==> src/shared/wtp_pkg.sv <==
/*
  Constants for the wide transmit timer block: register offsets, field
  positions, reset values and output-mode codes.
  Assumes an APB master with 32-bit data and byte addresses on paddr.
*/
// Operation
// A stopped wide timer in normal or alternating mode drives the inverse of its initial level.
// Output mode 10 forces the output low and 11 forces it high, enabled or not.
// Enabling loads high byte times 256 plus low byte and sets the initial output level.
// Reaching zero in normal or alternating mode toggles the output.
// Terminal count sets the timeout flag and raises the interrupt when locally enabled.
// The global interrupt enable gates the timeout interrupt on top of the local enable.
// Single-pass mode stops the timer at terminal count.
// Modulo-N mode reloads from the reload bytes at terminal count and keeps counting.
// Reload bytes may be written any time and only take effect at the next load.
// Software stops both timers and sets both single-pass and alternating mode first.
// Alternating mode starts when software enables either timer.
// Software never programs an initial count of one.
// Stopping and re-enabling reloads the programmed value, dropping the old count.
// In alternating mode the end of one timer's pass enables the other timer.
// The counter decrements once per prescaled tick while enabled and holds otherwise.
package wtp_pkg;
  // Register byte offsets
  localparam logic [7:0] NARROW_CTRL_OFS = 8'h00;
  localparam logic [7:0] SHARED_CTRL_OFS = 8'h04;
  localparam logic [7:0] WIDE_CTRL_OFS = 8'h08;
  localparam logic [7:0] RELOAD_HI_OFS = 8'h0c;
  localparam logic [7:0] RELOAD_LO_OFS = 8'h10;
  localparam logic [7:0] NARROW_RELOAD_OFS = 8'h14;
  localparam logic [7:0] COUNT_OFS = 8'h18;
  localparam logic [7:0] INT_STATUS_OFS = 8'h1c;
  localparam logic [7:0] INT_CLEAR_OFS = 8'h20;
  localparam logic [7:0] INT_ENABLE_OFS = 8'h24;
  localparam logic [7:0] GLOBAL_EN_OFS = 8'h28;
  // Timer control fields (narrow and wide alike)
  localparam int CTRL_EN_BIT = 7;
  localparam int CTRL_SINGLE_BIT = 6;
  localparam int CTRL_FLAG_BIT = 5;
  localparam int CTRL_PRE_HI = 4;
  localparam int CTRL_PRE_LO = 3;
  localparam int CTRL_IE_BIT = 1;
  // Shared control fields
  localparam int SH_WIDE_INIT_BIT = 0;
  localparam int SH_NARROW_INIT_BIT = 1;
  localparam int SH_MODE_HI = 3;
  localparam int SH_MODE_LO = 2;
  // Interrupt status, clear and enable bit positions
  localparam int IRQ_WIDE_BIT = 0;
  localparam int IRQ_NARROW_BIT = 1;
  // Output modes
  localparam logic [1:0] MODE_NORMAL = 2'h0;
  localparam logic [1:0] MODE_PINGPONG = 2'h1;
  localparam logic [1:0] MODE_FORCE0 = 2'h2;
  localparam logic [1:0] MODE_FORCE1 = 2'h3;
  // Reset values
  localparam logic [7:0] RELOAD_RST = 8'h00;
  localparam logic [1:0] PRE_RST = 2'h0;
  localparam logic GLOBAL_EN_RST = 1'b0;
  // Prescaler counter width (divide by up to 8)
  localparam int PRE_W = 3;
endpackage

==> src/rtl/wtp_counter.sv <==
/*
  Down counter with reload, single-pass or modulo-N operation and an
  output level that toggles at terminal count.
  Assumes start only arrives while stopped and tick is a one-cycle pulse.
*/
`timescale 1ns/1ps
`default_nettype none
module wtp_counter #(
  parameter int WIDTH = 16
) (
  input wire logic ref_clk,
  input wire logic resetn,
  input wire logic tick,
  input wire logic start,
  input wire logic stop,
  input wire logic single_pass,
  input wire logic [WIDTH-1:0] reload,
  input wire logic init_level,
  output logic running,
  output logic [WIDTH-1:0] count,
  output logic level,
  output logic tc
);
  logic run_ff;
  logic [WIDTH-1:0] cnt_ff;
  logic lvl_ff;

  initial
  begin
    if (WIDTH < 2)
    begin
      $error("wtp_counter needs WIDTH of at least 2");
    end
  end

  assign running = run_ff;
  assign count = cnt_ff;
  assign level = lvl_ff;
  // Terminal count: a tick seen while the count already sits at zero
  assign tc = run_ff && tick && (cnt_ff == '0);

  // Run state
  always_ff @(posedge ref_clk or negedge resetn)
  begin
    if (!resetn)
      run_ff <= 1'b0;
    else if (start)
      run_ff <= 1'b1;
    else if (stop)
      run_ff <= 1'b0;
    // Single pass stops
    else if (tc && single_pass)
      run_ff <= 1'b0;
  end

  // Count; reload is only sampled here, so bus writes wait for a load
  always_ff @(posedge ref_clk or negedge resetn)
  begin
    if (!resetn)
      cnt_ff <= '0;
    // Load on enable
    // Restart drops old count
    else if (start)
      cnt_ff <= reload;
    // Modulo-N reload
    else if (tc && !single_pass)
      cnt_ff <= reload;
    // Decrement per tick
    else if (run_ff && tick && cnt_ff != '0)
      cnt_ff <= cnt_ff - 1'b1;
  end

  // Output level
  always_ff @(posedge ref_clk or negedge resetn)
  begin
    if (!resetn)
      lvl_ff <= 1'b0;
    else if (start)
      lvl_ff <= init_level;
    // Toggle at zero
    else if (tc)
      lvl_ff <= ~lvl_ff;
  end
endmodule
`default_nettype wire

==> src/rtl/wtp_prescaler.sv <==
/*
  Clock prescaler: one tick per 1, 2, 4 or 8 reference clocks.
  Assumes sel comes from a register on the same clock.
*/
`timescale 1ns/1ps
`default_nettype none
module wtp_prescaler #(
  parameter int W = wtp_pkg::PRE_W
) (
  input wire logic ref_clk,
  input wire logic resetn,
  input wire logic [1:0] sel,
  output logic tick
);
  logic [W-1:0] div_ff;

  initial
  begin
    if (W < 3)
    begin
      $error("wtp_prescaler needs at least 3 bits");
    end
  end

  // Free-running divider; timers start at an arbitrary phase of it
  always_ff @(posedge ref_clk or negedge resetn)
  begin
    if (!resetn)
      div_ff <= '0;
    else
      div_ff <= div_ff + 1'b1;
  end

  // Tick when the selected low bits are all ones
  always_comb
  begin
    unique case (sel)
      2'h0: tick = 1'b1;
      2'h1: tick = div_ff[0];
      2'h2: tick = &div_ff[1:0];
      2'h3: tick = &div_ff[2:0];
    endcase
  end
endmodule
`default_nettype wire

==> src/rtl/wtp_timer.sv <==
/*
  Wide transmit timer with its companion narrow timer, APB register
  file, output pin logic, alternating mode and timeout interrupt.
  Assumes an APB master on ref_clk; the output pin only drives a load.
*/
`timescale 1ns/1ps
`default_nettype none
module wtp_timer #(
  parameter int WIDE_W = 16,
  parameter int NARROW_W = 8
) (
  input wire logic ref_clk,
  input wire logic resetn,
  input wire logic psel,
  input wire logic penable,
  input wire logic pwrite,
  input wire logic [7:0] paddr,
  input wire logic [31:0] pwdata,
  output logic [31:0] prdata,
  output logic pready,
  output logic pslverr,
  output logic wide_timer_output,
  output logic narrow_timer_output,
  output logic irq
);
  // Register state
  logic [1:0] mode_ff;
  logic wide_init_ff;
  logic narrow_init_ff;
  logic [7:0] reload_hi_ff;
  logic [7:0] reload_lo_ff;
  logic [7:0] narrow_reload_ff;
  logic wide_single_ff;
  logic narrow_single_ff;
  logic [1:0] wide_pre_ff;
  logic [1:0] narrow_pre_ff;
  logic [1:0] status_ff;
  logic [1:0] int_en_ff;
  logic global_en_ff;
  logic [31:0] prdata_ff;
  logic out_ff;
  // Timer wiring
  logic wide_tick;
  logic narrow_tick;
  logic wide_start;
  logic narrow_start;
  logic wide_stop;
  logic narrow_stop;
  logic wide_run;
  logic narrow_run;
  logic wide_tc;
  logic narrow_tc;
  logic [WIDE_W-1:0] wide_count;
  logic [NARROW_W-1:0] narrow_count;
  logic narrow_level;
  logic [WIDE_W-1:0] wide_reload;
  // Bus decode
  logic wr_en;
  logic rd_setup;
  logic mapped;
  logic [31:0] nxt_prdata;
  logic [1:0] clear_bits;
  logic pingpong;

  initial
  begin
    if (WIDE_W != 16 || NARROW_W != 8)
    begin
      $error("wtp_timer reload layout needs 16 and 8 bit timers");
    end
  end

  // Address decode, shared by write and error paths
  function automatic logic is_mapped(input logic [7:0] a);
    return a == wtp_pkg::NARROW_CTRL_OFS || a == wtp_pkg::SHARED_CTRL_OFS ||
      a == wtp_pkg::WIDE_CTRL_OFS || a == wtp_pkg::RELOAD_HI_OFS ||
      a == wtp_pkg::RELOAD_LO_OFS || a == wtp_pkg::NARROW_RELOAD_OFS ||
      a == wtp_pkg::COUNT_OFS || a == wtp_pkg::INT_STATUS_OFS ||
      a == wtp_pkg::INT_CLEAR_OFS || a == wtp_pkg::INT_ENABLE_OFS ||
      a == wtp_pkg::GLOBAL_EN_OFS;
  endfunction

  // Zero-wait slave; read data is captured in the setup cycle
  assign mapped = is_mapped(paddr);
  assign wr_en = psel && penable && pwrite && mapped;
  assign rd_setup = psel && !penable && !pwrite;
  assign pready = 1'b1;
  assign pslverr = psel && penable && !mapped;
  assign prdata = prdata_ff;
  assign wide_reload = {reload_hi_ff, reload_lo_ff};
  assign pingpong = (mode_ff == wtp_pkg::MODE_PINGPONG);

  // Timer control writes: D7 one starts, D7 zero stops
  // Either enable starts
  // Pass end hands over
  assign wide_start = (wr_en && paddr == wtp_pkg::WIDE_CTRL_OFS &&
    pwdata[wtp_pkg::CTRL_EN_BIT] && !wide_run) ||
    (pingpong && narrow_tc && narrow_single_ff && !wide_run);
  assign narrow_start = (wr_en && paddr == wtp_pkg::NARROW_CTRL_OFS &&
    pwdata[wtp_pkg::CTRL_EN_BIT] && !narrow_run) ||
    (pingpong && wide_tc && wide_single_ff && !narrow_run);
  assign wide_stop = wr_en && paddr == wtp_pkg::WIDE_CTRL_OFS &&
    !pwdata[wtp_pkg::CTRL_EN_BIT];
  assign narrow_stop = wr_en && paddr == wtp_pkg::NARROW_CTRL_OFS &&
    !pwdata[wtp_pkg::CTRL_EN_BIT];
  wtp_prescaler u_wide_pre (
    .ref_clk(ref_clk),
    .resetn(resetn),
    .sel(wide_pre_ff),
    .tick(wide_tick)
  );
  wtp_prescaler u_narrow_pre (
    .ref_clk(ref_clk),
    .resetn(resetn),
    .sel(narrow_pre_ff),
    .tick(narrow_tick)
  );
  // Reload used at load only
  wtp_counter #(.WIDTH(WIDE_W)) u_wide (
    .ref_clk(ref_clk),
    .resetn(resetn),
    .tick(wide_tick),
    .start(wide_start),
    .stop(wide_stop),
    .single_pass(wide_single_ff),
    .reload(wide_reload),
    .init_level(wide_init_ff),
    .running(wide_run),
    .count(wide_count),
    .level(),
    .tc(wide_tc)
  );
  wtp_counter #(.WIDTH(NARROW_W)) u_narrow (
    .ref_clk(ref_clk),
    .resetn(resetn),
    .tick(narrow_tick),
    .start(narrow_start),
    .stop(narrow_stop),
    .single_pass(narrow_single_ff),
    .reload(narrow_reload_ff),
    .init_level(narrow_init_ff),
    .running(narrow_run),
    .count(narrow_count),
    .level(narrow_level),
    .tc(narrow_tc)
  );
  // Shared control register
  always_ff @(posedge ref_clk or negedge resetn)
  begin
    if (!resetn)
    begin
      mode_ff <= wtp_pkg::MODE_NORMAL;
      wide_init_ff <= 1'b0;
      narrow_init_ff <= 1'b0;
    end
    else if (wr_en && paddr == wtp_pkg::SHARED_CTRL_OFS)
    begin
      mode_ff <= pwdata[wtp_pkg::SH_MODE_HI:wtp_pkg::SH_MODE_LO];
      wide_init_ff <= pwdata[wtp_pkg::SH_WIDE_INIT_BIT];
      narrow_init_ff <= pwdata[wtp_pkg::SH_NARROW_INIT_BIT];
    end
  end

  // Reload bytes, writable at any time
  always_ff @(posedge ref_clk or negedge resetn)
  begin
    if (!resetn)
    begin
      reload_hi_ff <= wtp_pkg::RELOAD_RST;
      reload_lo_ff <= wtp_pkg::RELOAD_RST;
      narrow_reload_ff <= wtp_pkg::RELOAD_RST;
    end
    else if (wr_en)
    begin
      if (paddr == wtp_pkg::RELOAD_HI_OFS)
        reload_hi_ff <= pwdata[7:0];
      if (paddr == wtp_pkg::RELOAD_LO_OFS)
        reload_lo_ff <= pwdata[7:0];
      if (paddr == wtp_pkg::NARROW_RELOAD_OFS)
        narrow_reload_ff <= pwdata[7:0];
    end
  end

  // Per-timer control fields
  always_ff @(posedge ref_clk or negedge resetn)
  begin
    if (!resetn)
    begin
      wide_single_ff <= 1'b0;
      narrow_single_ff <= 1'b0;
      wide_pre_ff <= wtp_pkg::PRE_RST;
      narrow_pre_ff <= wtp_pkg::PRE_RST;
    end
    else if (wr_en && paddr == wtp_pkg::WIDE_CTRL_OFS)
    begin
      wide_single_ff <= pwdata[wtp_pkg::CTRL_SINGLE_BIT];
      wide_pre_ff <= pwdata[wtp_pkg::CTRL_PRE_HI:wtp_pkg::CTRL_PRE_LO];
    end
    else if (wr_en && paddr == wtp_pkg::NARROW_CTRL_OFS)
    begin
      narrow_single_ff <= pwdata[wtp_pkg::CTRL_SINGLE_BIT];
      narrow_pre_ff <= pwdata[wtp_pkg::CTRL_PRE_HI:wtp_pkg::CTRL_PRE_LO];
    end
  end

  // Interrupt enables; control D1 is an alias of the enable register
  always_ff @(posedge ref_clk or negedge resetn)
  begin
    if (!resetn)
    begin
      int_en_ff <= 2'h0;
      global_en_ff <= wtp_pkg::GLOBAL_EN_RST;
    end
    else if (wr_en)
    begin
      if (paddr == wtp_pkg::INT_ENABLE_OFS)
        int_en_ff <= pwdata[1:0];
      if (paddr == wtp_pkg::WIDE_CTRL_OFS)
        int_en_ff[wtp_pkg::IRQ_WIDE_BIT] <= pwdata[wtp_pkg::CTRL_IE_BIT];
      if (paddr == wtp_pkg::NARROW_CTRL_OFS)
        int_en_ff[wtp_pkg::IRQ_NARROW_BIT] <= pwdata[wtp_pkg::CTRL_IE_BIT];
      if (paddr == wtp_pkg::GLOBAL_EN_OFS)
        global_en_ff <= pwdata[0];
    end
  end

  // Write-one clears from the clear register or the control flag bits
  always_comb
  begin
    clear_bits = 2'h0;
    if (wr_en && paddr == wtp_pkg::INT_CLEAR_OFS)
      clear_bits = pwdata[1:0];
    if (wr_en && paddr == wtp_pkg::WIDE_CTRL_OFS)
      clear_bits[wtp_pkg::IRQ_WIDE_BIT] = pwdata[wtp_pkg::CTRL_FLAG_BIT];
    if (wr_en && paddr == wtp_pkg::NARROW_CTRL_OFS)
      clear_bits[wtp_pkg::IRQ_NARROW_BIT] = pwdata[wtp_pkg::CTRL_FLAG_BIT];
  end

  // Sticky timeout flags; a set in the clearing cycle wins
  // Timeout flag set
  always_ff @(posedge ref_clk or negedge resetn)
  begin
    if (!resetn)
      status_ff <= 2'h0;
    else
      status_ff <= (status_ff & ~clear_bits) | {narrow_tc, wide_tc};
  end

  // Global gate on interrupt
  assign irq = global_en_ff && |(status_ff & int_en_ff);
  // Pin level: force modes first, then initial level on start, then toggle at zero, then idle level
  always_ff @(posedge ref_clk or negedge resetn)
  begin
    if (!resetn)
      out_ff <= 1'b1;
    // Forced levels
    else if (mode_ff == wtp_pkg::MODE_FORCE0)
      out_ff <= 1'b0;
    else if (mode_ff == wtp_pkg::MODE_FORCE1)
      out_ff <= 1'b1;
    // Initial level on enable
    else if (wide_start && !(pingpong && narrow_run))
      out_ff <= wide_init_ff;
    // Toggle at zero
    else if (wide_tc || (pingpong && narrow_tc))
      out_ff <= ~out_ff;
    // Idle level inverted
    else if (!wide_run && !(pingpong && narrow_run))
      out_ff <= ~wide_init_ff;
  end

  assign wide_timer_output = out_ff;
  assign narrow_timer_output = narrow_level;
  // Read mux
  always_comb
  begin
    nxt_prdata = 32'h0000_0000;
    unique case (paddr)
      wtp_pkg::NARROW_CTRL_OFS:
      begin
        nxt_prdata[wtp_pkg::CTRL_EN_BIT] = narrow_run;
        nxt_prdata[wtp_pkg::CTRL_SINGLE_BIT] = narrow_single_ff;
        nxt_prdata[wtp_pkg::CTRL_FLAG_BIT] =
          status_ff[wtp_pkg::IRQ_NARROW_BIT];
        nxt_prdata[wtp_pkg::CTRL_PRE_HI:wtp_pkg::CTRL_PRE_LO] =
          narrow_pre_ff;
        nxt_prdata[wtp_pkg::CTRL_IE_BIT] = int_en_ff[wtp_pkg::IRQ_NARROW_BIT];
      end
      wtp_pkg::WIDE_CTRL_OFS:
      begin
        nxt_prdata[wtp_pkg::CTRL_EN_BIT] = wide_run;
        nxt_prdata[wtp_pkg::CTRL_SINGLE_BIT] = wide_single_ff;
        nxt_prdata[wtp_pkg::CTRL_FLAG_BIT] = status_ff[wtp_pkg::IRQ_WIDE_BIT];
        nxt_prdata[wtp_pkg::CTRL_PRE_HI:wtp_pkg::CTRL_PRE_LO] = wide_pre_ff;
        nxt_prdata[wtp_pkg::CTRL_IE_BIT] = int_en_ff[wtp_pkg::IRQ_WIDE_BIT];
      end
      wtp_pkg::SHARED_CTRL_OFS:
      begin
        nxt_prdata[wtp_pkg::SH_MODE_HI:wtp_pkg::SH_MODE_LO] = mode_ff;
        nxt_prdata[wtp_pkg::SH_WIDE_INIT_BIT] = wide_init_ff;
        nxt_prdata[wtp_pkg::SH_NARROW_INIT_BIT] = narrow_init_ff;
      end
      wtp_pkg::RELOAD_HI_OFS: nxt_prdata[7:0] = reload_hi_ff;
      wtp_pkg::RELOAD_LO_OFS: nxt_prdata[7:0] = reload_lo_ff;
      wtp_pkg::NARROW_RELOAD_OFS: nxt_prdata[7:0] = narrow_reload_ff;
      wtp_pkg::COUNT_OFS: nxt_prdata = {8'h00, narrow_count, wide_count};
      wtp_pkg::INT_STATUS_OFS: nxt_prdata[1:0] = status_ff;
      wtp_pkg::INT_ENABLE_OFS: nxt_prdata[1:0] = int_en_ff;
      wtp_pkg::GLOBAL_EN_OFS: nxt_prdata[0] = global_en_ff;
      default: nxt_prdata = 32'h0000_0000;
    endcase
  end

  // Capture read data in the setup cycle, hold through the access
  always_ff @(posedge ref_clk or negedge resetn)
  begin
    if (!resetn)
      prdata_ff <= 32'h0000_0000;
    else if (rd_setup)
      prdata_ff <= nxt_prdata;
  end

  // Idle level in normal mode tracks the initial-level bit
  a_idle_level: assert property (@(posedge ref_clk) disable iff (!resetn)
    (mode_ff == wtp_pkg::MODE_NORMAL && !wide_run && !wide_start &&
    !wide_tc) ##1 (mode_ff == wtp_pkg::MODE_NORMAL && !wide_run &&
    !wide_start) |=> wide_timer_output == !$past(wide_init_ff))
    else $error("idle output not inverse of initial level");
  a_force_low: assert property (@(posedge ref_clk) disable iff (!resetn)
    mode_ff == wtp_pkg::MODE_FORCE0 |=> !wide_timer_output)
    else $error("forced low not applied");
  a_force_high: assert property (@(posedge ref_clk) disable iff (!resetn)
    mode_ff == wtp_pkg::MODE_FORCE1 |=> wide_timer_output)
    else $error("forced high not applied");
  a_start_load: assert property (@(posedge ref_clk) disable iff (!resetn)
    wide_start |=> wide_run && wide_count == $past(wide_reload))
    else $error("enable did not load reload value");
  a_start_level: assert property (@(posedge ref_clk) disable iff (!resetn)
    wide_start && !pingpong && !mode_ff[1]
    |=> wide_timer_output == $past(wide_init_ff))
    else $error("enable did not set initial level");
  a_tc_toggle: assert property (@(posedge ref_clk) disable iff (!resetn)
    wide_tc && mode_ff == wtp_pkg::MODE_NORMAL
    |=> wide_timer_output != $past(wide_timer_output))
    else $error("output not toggled at zero");
  a_tc_flag: assert property (@(posedge ref_clk) disable iff (!resetn)
    wide_tc |=> status_ff[wtp_pkg::IRQ_WIDE_BIT] ##0
    (irq || !global_en_ff || !int_en_ff[wtp_pkg::IRQ_WIDE_BIT]))
    else $error("timeout flag or interrupt missing");
  a_irq_gate: assert property (@(posedge ref_clk) disable iff (!resetn)
    !global_en_ff |-> !irq)
    else $error("interrupt raised while globally disabled");
  a_single_stop: assert property (@(posedge ref_clk) disable iff (!resetn)
    wide_tc && wide_single_ff |=> !wide_run)
    else $error("single pass did not stop");
  a_modulo_reload: assert property (@(posedge ref_clk) disable iff (!resetn)
    wide_tc && !wide_single_ff && !wide_stop
    |=> wide_run && wide_count == $past(wide_reload))
    else $error("modulo-N did not reload");
  a_pp_handoff: assert property (@(posedge ref_clk) disable iff (!resetn)
    pingpong && narrow_tc && narrow_single_ff && !wide_stop
    |=> wide_run)
    else $error("alternating handover missed");
  a_count_hold: assert property (@(posedge ref_clk) disable iff (!resetn)
    !wide_run && !wide_start |=> $stable(wide_count))
    else $error("count moved while stopped");
endmodule
`default_nettype wire

==> config.mk <==
export PLATFORM = sky130hd
export DESIGN_NAME = wtp_timer
export DESIGN_NICKNAME = d
export VERILOG_FILES = /design/src/shared/wtp_pkg.sv /design/src/rtl/wtp_counter.sv /design/src/rtl/wtp_prescaler.sv /design/src/rtl/wtp_timer.sv
export SDC_FILE = /design/constraint.sdc
export NUM_CORES = 1
export LEC_CHECK = 0
export BUFFER_PORTS_ARGS = -buffer_cell sky130_fd_sc_hd__buf_4
export CORE_MARGIN = 1
export CORE_UTILIZATION = 30
export DETAILED_ROUTE_END_ITERATION = 10
export SLEW_MARGIN = 20
export SYNTH_ARGS = -nofsm -noshare
export SYNTH_HDL_FRONTEND = slang
export SYNTH_SLANG_ARGS = --single-unit
==> constraint.sdc <==
create_clock -name ref_clk -period 6.9 [get_ports ref_clk]
set_input_delay 0 -clock ref_clk [delete_from_list [all_inputs] [get_ports ref_clk]]
set_output_delay 0 -clock ref_clk [all_outputs]
set_load 0.02 [all_outputs]
==> results.md, run 1 <==
• **average cell area after synthesis** 10.5 um^2
• **Final Hold Viols** 0
• **Antenna Diode Count** 0
• **floorplan die width** 135 um
• **number of input and output port buffers inserted** 48
• **placed inst area** 5820 um^2
• **global-route wire length before repair** 23500 um
• **share of final-layout standard cells stronger than drive strength 1** 24.6%
• **proportion of synthesized chip area in sequential cells** 45.9%
• **Critical Setup Path Class** reg2reg
• **required time of the critical path** 7140 ps
• **setup repair after global routing missed its margin** no
• **Placement Rows** 48
• **post-synth cell types** 81
• **count of warnings emitted by yosys** 0
• **leading cell type in the layout, fill and taps excluded** dfrtp_1
• **die extent in y** 135 um
• **cell with the largest stage delay on the worst path** nand4_1
• **Slew Viols, Final** 0
• **residual antenna-violating net count after detailed routing** 0
• **worst rel slew slack** 28.5%
• **Tmin final** 2740 ps
• **post-synthesis cell count** 505
• **H-tree depth** 3
• **via count normalized by instance count** 5.63
• **Final Instance Area** 6230 um^2
• **fraction of synthesis flops using an asynchronous set or reset pin** 100%
• **worst vdd ir** 115 uV
• **max-capacitance violation count** 0
• **Bufs on Longest Clock Path** 2
• **setup tns final** 0 ps
• **delay contributed by the slowest stage of the critical path** 510 ps
• **aggregate global routing overflow** 0
• **number of ports placed on the die boundary** 82
• **Die Outline Area** 18200 um^2
• **core footprint** 17200 um^2
• **number of antenna violations at the first check in global routing** 0
• **top_reg_cell synth** dfrtp_1
• **Layout Area Growth over Synthesis** 17.6%
• **total vias in the final route** 4394
• **final count of negative-setup-slack endpoints** 0
• **maximum number of pins on one net before global-route repair** 65
• **effective utilization at floorplan** 30.7%
• **post-detailed-route wirelength per cell** 18.9 um
• **Detailed Route Iter0 Violations** 354
• **count of flip-flops with a built-in enable after synthesis** 0
• **buffering stage count on the worst path with inverters included** 1
• **router iterations before antenna repair** 5
• **power per cell area** 222 nW/um^2
• **detailed placement HPWL** 10800 um
• **Inserted Clock Buffers** 9
• **class of the worst hold path** in2reg
• **CTS sink count** 97
• **Remaining DRCs** 0
• **via count of the first global-routing pass** 4149
• **fill count** 1715
• **crit share post-route** 39.8%
• **Leakage** 2.80 nW
• **Worst setup EP type** flop
• **clock transition at the registers of the reported paths** 70 ps
• **arrival time of data at the critical path endpoint** 2990 ps
• **worst slack on hold paths** 104 ps
• **top achievable clock speed** 365 MHz
• **worst clock skew** 9.03 ps
• **GPL Wtd Cong** 0.932
• **maximum fanout along the worst path** 8
• **overall routing resource usage** 16.9%
• **CTS tree** yes
• **register bit total from synthesis** 97
• **post-CTS setup buffers** 0
• **later-pin clock latency in the skew report** 360 ps
• **Post-Syn Area** 5290 um^2
• **category of cells accounting for the largest share of critical-path delay** simple AND/OR/NAND/NOR gates
• **status** finished clean
• **CP startpoint kind** flop
• **ordered cell list for the critical path** inv_1 > ha_1 > nor4b_1 > nand4_1 > nor3_2 > nor3b_1 > a221o_1
• **clock root buffer master** clkbuf_16
• **actual slew at the worst max-slew pin** 1070 ps
• **layout net count** 602
• **most used cells in the layout excluding fill and tap cells** dfrtp_1 (96), buf_4 (51), nand2_1 (49)
• **aggregate routed wire length** 14700 um
==> path summary, 6_finish.rpt <==
path / startpoint / slack [ps] / endpoint / depth (start not counted)
setup / recovery: u_wide.count[1]$_DFFE_PN0P_ / 4160 / u_narrow.count[2]$_DFFE_PN0P_ / 7
hold / removal: paddr[5] / 100 / status_ff[1]$_DFF_PN0_ / 4
setup reg to reg: u_wide.count[1]$_DFFE_PN0P_ / 4160 / u_narrow.count[2]$_DFFE_PN0P_ / 7
hold reg to reg: u_wide_pre.div_ff[0]$_DFF_PN0_ / 460 / u_wide_pre.div_ff[0]$_DFF_PN0_ / 1
max in group asynchronous: resetn / 5600 / int_en_ff[0]$_DFFE_PN0P_ / 3
min in group asynchronous: resetn / 130 / u_wide.count[11]$_DFFE_PN0P_ / 2
==> layout make-up <==
type | instances | area [um^2] | share of cell area [%]
Clock buffer | 10 | 229 | 3.68
Timing Repair Buffer | 60 | 473 | 7.59
Tap cell | 225 | 282 | 4.52
Multi-Input combinational cell | 370 | 2670 | 42.9
Sequential cell | 97 | 2430 | 39.0
Clock inverter | 6 | 92.6 | 1.49
Inverter | 13 | 48.8 | 0.784
==> cells by family after synthesis <==
kind of cell / share of synthesized area [%]
AND/OR/NAND/NOR: 20.5
adder cells (fa/ha/maj): 1.42
multiplexers: 8.96
XOR/XNOR: 1.65
other: 0.142
AO/OA/AOI/OAI: 17.3
flip-flops: 45.9
buffers and inverters: 4.21
==> where the power goes <==
group	switching (mW)	internal, mW	total (mW)	leakage [nW]
Clock	0.225	0.319	0.544	0.149
Sequential	0.0440	0.603	0.647	1.27
Combinational	0.104	0.0896	0.194	1.38
Total	0.374	1.01	1.38	2.80
==> cell usage after synthesis, types with 6 or more instances <==
cell / n / share of area, %
dfrtp_1: 96 / 45
nand2_1: 49 / 3.5
mux2_2: 39 / 8.3
nand3_1: 26 / 2.5
a21oi_1: 22 / 2.1
nor2_1: 19 / 1.3
o21ai_0: 19 / 1.8
clkbuf_1: 14 / 0.99
inv_1: 13 / 0.92
a31oi_1: 11 / 1.3
buf_4: 9 / 1.3
nand4_1: 9 / 1.1
nor3_1: 9 / 0.85
a22oi_1: 8 / 1.1
buf_2: 8 / 0.76
xnor2_1: 8 / 1.3
a22o_1: 7 / 1.2
nor2b_1: 7 / 0.83
nor4_1: 7 / 0.83
ha_1: 6 / 1.4
o211ai_1: 6 / 0.85
==> through the flow <==
step                      utilization [%]  worst slack (ps)  power (mW)  cells
after floorplan                         -              4680       0.774    512
after global placement               33.7              4180       0.840    756
after detailed placement             33.7              4160       0.846    756
after CTS                            36.1              4200        1.40    781
after global routing                 36.1              4040        1.44    781
final                                36.1              4160        1.38    781
==> flip-flops by register name (all words and copies together) (netlist names), 3 cells and up <==
signal	count
u_narrow.count	8
reload_hi_ff	8
u_wide_pre.div_ff	3
narrow_reload_ff	8
u_narrow_pre.div_ff	3
reload_lo_ff	8
u_wide.count	16
prdata	24
==> worst reg2reg max path: cells and delay by family, from the launching register on <==
| family | cells | cell delay, ps |
|---|---|---|
| DFF | 1 | 390 |
| buffers and inverters | 1 | 100 |
| AOI/OAI and AO/OA | 1 | 330 |
| and+or+nand+nor | 4 | 1550 |
| adders and majority gates | 1 | 270 |
==> timing repair <==
action	CTS	global route
hold endpoints to repair	69	0
resized for setup	0	0
hold buffers	9	0
setup endpoints to repair	0	0
==> routing by layer <==
metal	global-route usage (%)	vias up	wire length [um]
met4	4.43	0	216
met5	0	-	0
met3	4.09	18	1260
met2	25.1	208	6500
li1	-	1991	-
met1	24.5	2177	6780
Note: power is estimated with default switching activity, not from simulation.
==> inputs of run 2 (changes only) <==
- clock period: 6.9 -> 2.75 ns (I/O delays scaled with it)
==> results.md, run 2 (synthesized netlist as in run 1, its figures left out) <==
• **power per cell area** 523 nW/um^2
• **worst rel slew slack** 50.7%
• **Inserted Clock Buffers** 9
• **number of flip-flops under the largest register name** 24
• **CTS tree** yes
• **Leakage** 2.87 nW
• **aggregate global routing overflow** 0
• **CTS sink count** 97
• **Remaining DRCs** 0
• **Layout Area Growth over Synthesis** 19.5%
• **final core occ** 36.7%
• **via count normalized by instance count** 5.57
• **worst r2r src** u_narrow.count[0]$_DFFE_PN0P_
• **Cell Count, Final, Fillers Out** 798
• **core footprint** 17200 um^2
• **most used cells in the layout excluding fill and tap cells** dfrtp_1 (96), buf_4 (67), nand2_1 (49)
• **post-CTS setup buffers** 0
• **setup repair after global routing missed its margin** no
• **ordered cell list for the critical path** inv_1 > ha_1 > or4b_4 > nand2b_4 > o32a_1 > buf_4 > a211oi_1 > o2bb2ai_1
• **global-route wire length before repair** 23000 um
• **H-tree depth** 3
• **Final Instance Area** 6320 um^2
• **internal power** 2.36 mW
• **aggregate routed wire length** 14800 um
• **GPL Wtd Cong** 0.921
• **arrival time of data at the critical path endpoint** 2770 ps
• **Flop pwr share** 49.3%
• **total vias in the final route** 4443
• **layout net count** 619
• **setup ws final** 203 ps
• **net switching power** 947 uW
• **Slew Viols, Final** 0
• **part of the power in combinational logic** 14.9%
• **via count of the first global-routing pass** 4072
• **part of the total power dissipated in the clock network** 35.8%
• **required time of the critical path** 2980 ps
• **leading cell type in the layout, fill and taps excluded** dfrtp_1
• **clock transition at the registers of the reported paths** 70 ps
• **number of ports placed on the die boundary** 82
• **Final Hold Viols** 0
• **residual antenna-violating net count after detailed routing** 0
• **maximum fanout along the worst path** 7
• **later-pin clock latency in the skew report** 340 ps
• **actual slew at the worst max-slew pin** 734 ps
• **Antenna Diode Count** 0
• **worst clock skew** 7.62 ps
• **Tmin final** 2550 ps
• **Critical Setup Path Class** reg2reg
• **router iterations before antenna repair** 5
• **post-detailed-route wirelength per cell** 18.5 um
• **overall routing resource usage** 16.7%
• **worst hold path startpoint** paddr[5]
• **Placement Rows** 48
• **total power of the final layout** 3.31 mW
• **number of antenna violations at the first check in global routing** 0
• **worst slack at placement** 254 ps
• **worst setup path start** u_narrow.count[0]$_DFFE_PN0P_
• **cell with the largest stage delay on the worst path** or4b_4
• **final count of negative-setup-slack endpoints** 0
• **worst slack on hold paths** 124 ps
• **Worst setup EP type** flop
• **setup tns final** 0 ps
• **detailed placement HPWL** 11100 um
• **die extent in y** 135 um
• **effective utilization at floorplan** 30.7%
• **crit share post-route** 92.6%
• **fraction of power spent switching nets** 28.6%
• **floorplan die width** 135 um
• **clock root buffer master** clkbuf_16
• **Die Outline Area** 18200 um^2
• **status** finished clean
• **worst vdd ir** 334 uV
• **CP startpoint kind** flop
• **share of final-layout standard cells stronger than drive strength 1** 27.1%
• **max-capacitance violation count** 0
• **DP Cell Count** 772
• **top achievable clock speed** 393 MHz
• **number of input and output port buffers inserted** 48
• **class of the worst hold path** in2reg
• **delay contributed by the slowest stage of the critical path** 500 ps
• **placed inst area** 5950 um^2
• **Bufs on Longest Clock Path** 2
• **maximum number of pins on one net before global-route repair** 52
• **Detailed Route Iter0 Violations** 463
## run 2: layout make-up
class                      count  area (um^2)
fill                        1760        10900
multi-input combinational    370         2670
sequential                    97         2430
timing repair buffer          77          613
tap                          225          282
clock buffer                   9          225
clock inverter                 7         53.8
inverter                      13         48.8
## run 2: critical path: cells and delay by family, from the launching register on
| family | cells | cell delay (ps) |
|---|---|---|
| flip-flops | 1 | 410 |
| AO/OA/AOI/OAI | 3 | 800 |
| buffers and inverters | 2 | 310 |
| adder cells (fa/ha/maj) | 1 | 200 |
| AND/OR/NAND/NOR | 2 | 700 |
## run 2: per-layer routing
layer	GRT usage [%]	up-vias	share of wire (%)
li1	-	2036	-
met2	23.6	214	43
met5	0	-	0
met1	25.0	2166	47
met3	3.30	27	7.7
met4	5.87	0	2.5
## run 2: worst paths after layout
path	end	slack, ps	cells after the start
min reg2reg	u_wide_pre.div_ff[0]$_DFF_PN0_	450	1
max in group asynchronous	prdata[9]$_DFFE_PN0P_	1850	3
min in group asynchronous	prdata[11]$_DFFE_PN0P_	220	2
max	u_wide.count[10]$_DFFE_PN0P_	200	8
max reg2reg	u_wide.count[10]$_DFFE_PN0P_	200	8
min	status_ff[1]$_DFF_PN0_	120	4
## run 2: power by group through the flow
stage,sequential [mW],clock (mW),combinational (mW)
2_1_floorplan,1.64,0,0.299
3_3_place_gp,1.65,0,0.472
3_5_place_dp,1.65,0,0.483
4_1_cts,1.62,1.22,0.497
5_1_grt,1.64,1.29,0.548
6_report,1.63,1.18,0.495
## run 2: what timing repair did
action                    in CTS  in global routing
resized for setup              0                  0
hold buffers                   9                  0
hold endpoints to repair      81                  0
==> inputs of run 3 (changes only) <==
- CORE_UTILIZATION: 30 -> 57
- PLACE_DENSITY: unset -> 0.8
==> results.md, run 3 (synthesized netlist as in run 1, its figures left out) <==
• **Layout Area Growth over Synthesis** 15.0%
• **placed inst area** 5800 um^2
• **post-detailed-route wirelength per cell** 20.8 um
• **setup ws final** 268 ps
• **worst clock skew** 10.4 ps
• **worst slack on hold paths** 92.2 ps
• **Placement Rows** 34
• **status** finished clean
• **residual antenna-violating net count after detailed routing** 0
• **path length in cells of the critical path** 8
• **worst rel slew slack** 32.9%
• **GPL Wtd Cong** 0.935
• **cell with the largest stage delay on the worst path** or4b_4
• **setup repair after global routing missed its margin** no
• **part of the total power dissipated in the clock network** 30.6%
• **register-to-register setup slack** 270 ps
• **net switching power** 912 uW
• **Final Hold Viols** 0
• **Critical Setup Path Class** reg2reg
• **Cell Count, Final, Fillers Out** 681
• **max-capacitance violation count** 0
• **share of final-layout standard cells stronger than drive strength 1** 27.1%
• **DP Cell Count** 656
• **worst r2r src** u_narrow.count[0]$_DFFE_PN0P_
• **power per cell area** 505 nW/um^2
• **Bufs on Longest Clock Path** 2
• **total vias in the final route** 4476
• **layout net count** 619
• **clock root buffer master** clkbuf_8
• **top achievable clock speed** 403 MHz
• **worst setup path start** u_narrow.count[0]$_DFFE_PN0P_
• **die extent in y** 98.4 um
• **Worst setup EP type** flop
• **category of cells accounting for the largest share of critical-path delay** compound AO/OA/AOI/OAI gates
• **via count of the first global-routing pass** 4294
• **CTS sink count** 97
• **aggregate routed wire length** 14200 um
• **buffering stage count on the worst path with inverters included** 2
• **fraction of power spent switching nets** 29.7%
• **terminus of the critical flop-to-flop path** u_wide.count[10]$_DFFE_PN0P_
• **Die Outline Area** 9680 um^2
• **maximum fanout along the worst path** 10
• **worst hold path startpoint** paddr[5]
• **number of flip-flops under the largest register name** 24
• **Detailed Route Iter0 Violations** 336
• **number of ports placed on the die boundary** 82
• **final count of negative-setup-slack endpoints** 0
• **delay contributed by the slowest stage of the critical path** 500 ps
• **count of cells along the worst hold path** 4
• **CTS tree** yes
• **overall routing resource usage** 31.4%
• **Final Instance Area** 6090 um^2
• **router iterations before antenna repair** 8
• **most used cells in the layout excluding fill and tap cells** dfrtp_1 (96), buf_4 (67), nand2_1 (49)
• **Worst Hold Endpoint** status_ff[1]$_DFF_PN0_
• **H-tree depth** 3
• **setup tns final** 0 ps
• **required time of the critical path** 3000 ps
• **ordered cell list for the critical path** inv_1 > ha_1 > or4b_4 > nand2b_4 > o32a_1 > buf_4 > a211oi_1 > o2bb2ai_1
• **number of antenna violations at the first check in global routing** 0
• **CP startpoint kind** flop
• **Flop pwr share** 53.0%
• **core footprint** 8850 um^2
• **clock transition at the registers of the reported paths** 100 ps
• **part of the power in combinational logic** 16.4%
• **Leakage** 2.83 nW
• **Tmin final** 2480 ps
• **arrival time of data at the critical path endpoint** 2740 ps
• **global-route wire length before repair** 23000 um
• **Worst R2R Path Depth** 8
• **effective utilization at floorplan** 59.8%
• **class of the worst hold path** in2reg
• **floorplan die width** 98.4 um
• **Slew Viols, Final** 0
• **Inserted Clock Buffers** 9
• **aggregate global routing overflow** 0
• **detailed placement HPWL** 10200 um
• **crit share post-route** 90.2%
• **worst vdd ir** 305 uV
• **later-pin clock latency in the skew report** 370 ps
• **number of input and output port buffers inserted** 48
• **worst slack at placement** 347 ps
• **actual slew at the worst max-slew pin** 1000 ps
• **via count normalized by instance count** 6.57
• **leading cell type in the layout, fill and taps excluded** dfrtp_1
• **Remaining DRCs** 0
• **Antenna Diode Count** 0
• **internal power** 2.16 mW
• **maximum number of pins on one net before global-route repair** 84
-- run 3: what timing repair did --
action | in CTS | in global routing
hold endpoints to repair | 117 | 0
endpoints found under the setup margin | 0 | 4
buffers inserted | 0 | 0
gates resized for setup | 0 | 1
hold buffers | 9 | 0
-- run 3: per-stage QoR --
| stage | utilization [%] | power, mW |
|---|---|---|
| global placement | 65.5 | 2.10 |
| floorplan | - | 1.94 |
| finish | 68.8 | 3.07 |
| detailed placement | 65.5 | 2.13 |
| CTS | 68.7 | 3.07 |
| global route | 68.8 | 3.20 |
-- run 3: worst reg2reg max path, stage by stage (launching register included) --
cell and delay (ps):
dfrtp_1 420, inv_1 110, ha_1 220, or4b_4 510, nand2b_4 210, o32a_1 420, buf_4 200, a211oi_1 210
o2bb2ai_1 80
-- run 3: cell type report --
cell class	instances	area, um^2
fill	696	2760
multi-input combinational	370	2680
sequential	97	2430
timing repair buffer	77	604
tap	108	135
clock buffer	10	128
clock inverter	6	66.3
inverter	13	48.8
-- run 3: power groups by stage --
stage               clock network [mW]  registers [mW]  logic [mW]
finish                           0.940            1.63       0.504
global placement                     0            1.64       0.463
global route                      1.00            1.65       0.553
floorplan                            0            1.64       0.299
detailed placement                   0            1.65       0.477
CTS                              0.951            1.63       0.497
-- run 3: metal layers --
| metal | global-route usage [%] | vias up | share of wire (%) |
|---|---|---|---|
| met5 | 0 | - | 0 |
| met4 | 16.8 | 0 | 4.6 |
| met3 | 5.08 | 50 | 7.0 |
| met2 | 48.5 | 227 | 45 |
| met1 | 42.7 | 2175 | 43 |
| li1 | - | 2024 | - |
-- run 3: how the worst max path moves through the flow --
stage / to / slack (ps)
finish: u_wide.count[10]$_DFFE_PN0P_ / 270
global route: u_narrow.count[5]$_DFFE_PN0P_ / 110
CTS: u_narrow.count[5]$_DFFE_PN0P_ / 230
detailed placement: u_wide.count[10]$_DFFE_PN0P_ / 350
global placement: u_wide.count[10]$_DFFE_PN0P_ / 410
floorplan: u_wide.count[2]$_DFFE_PN0P_ / 530
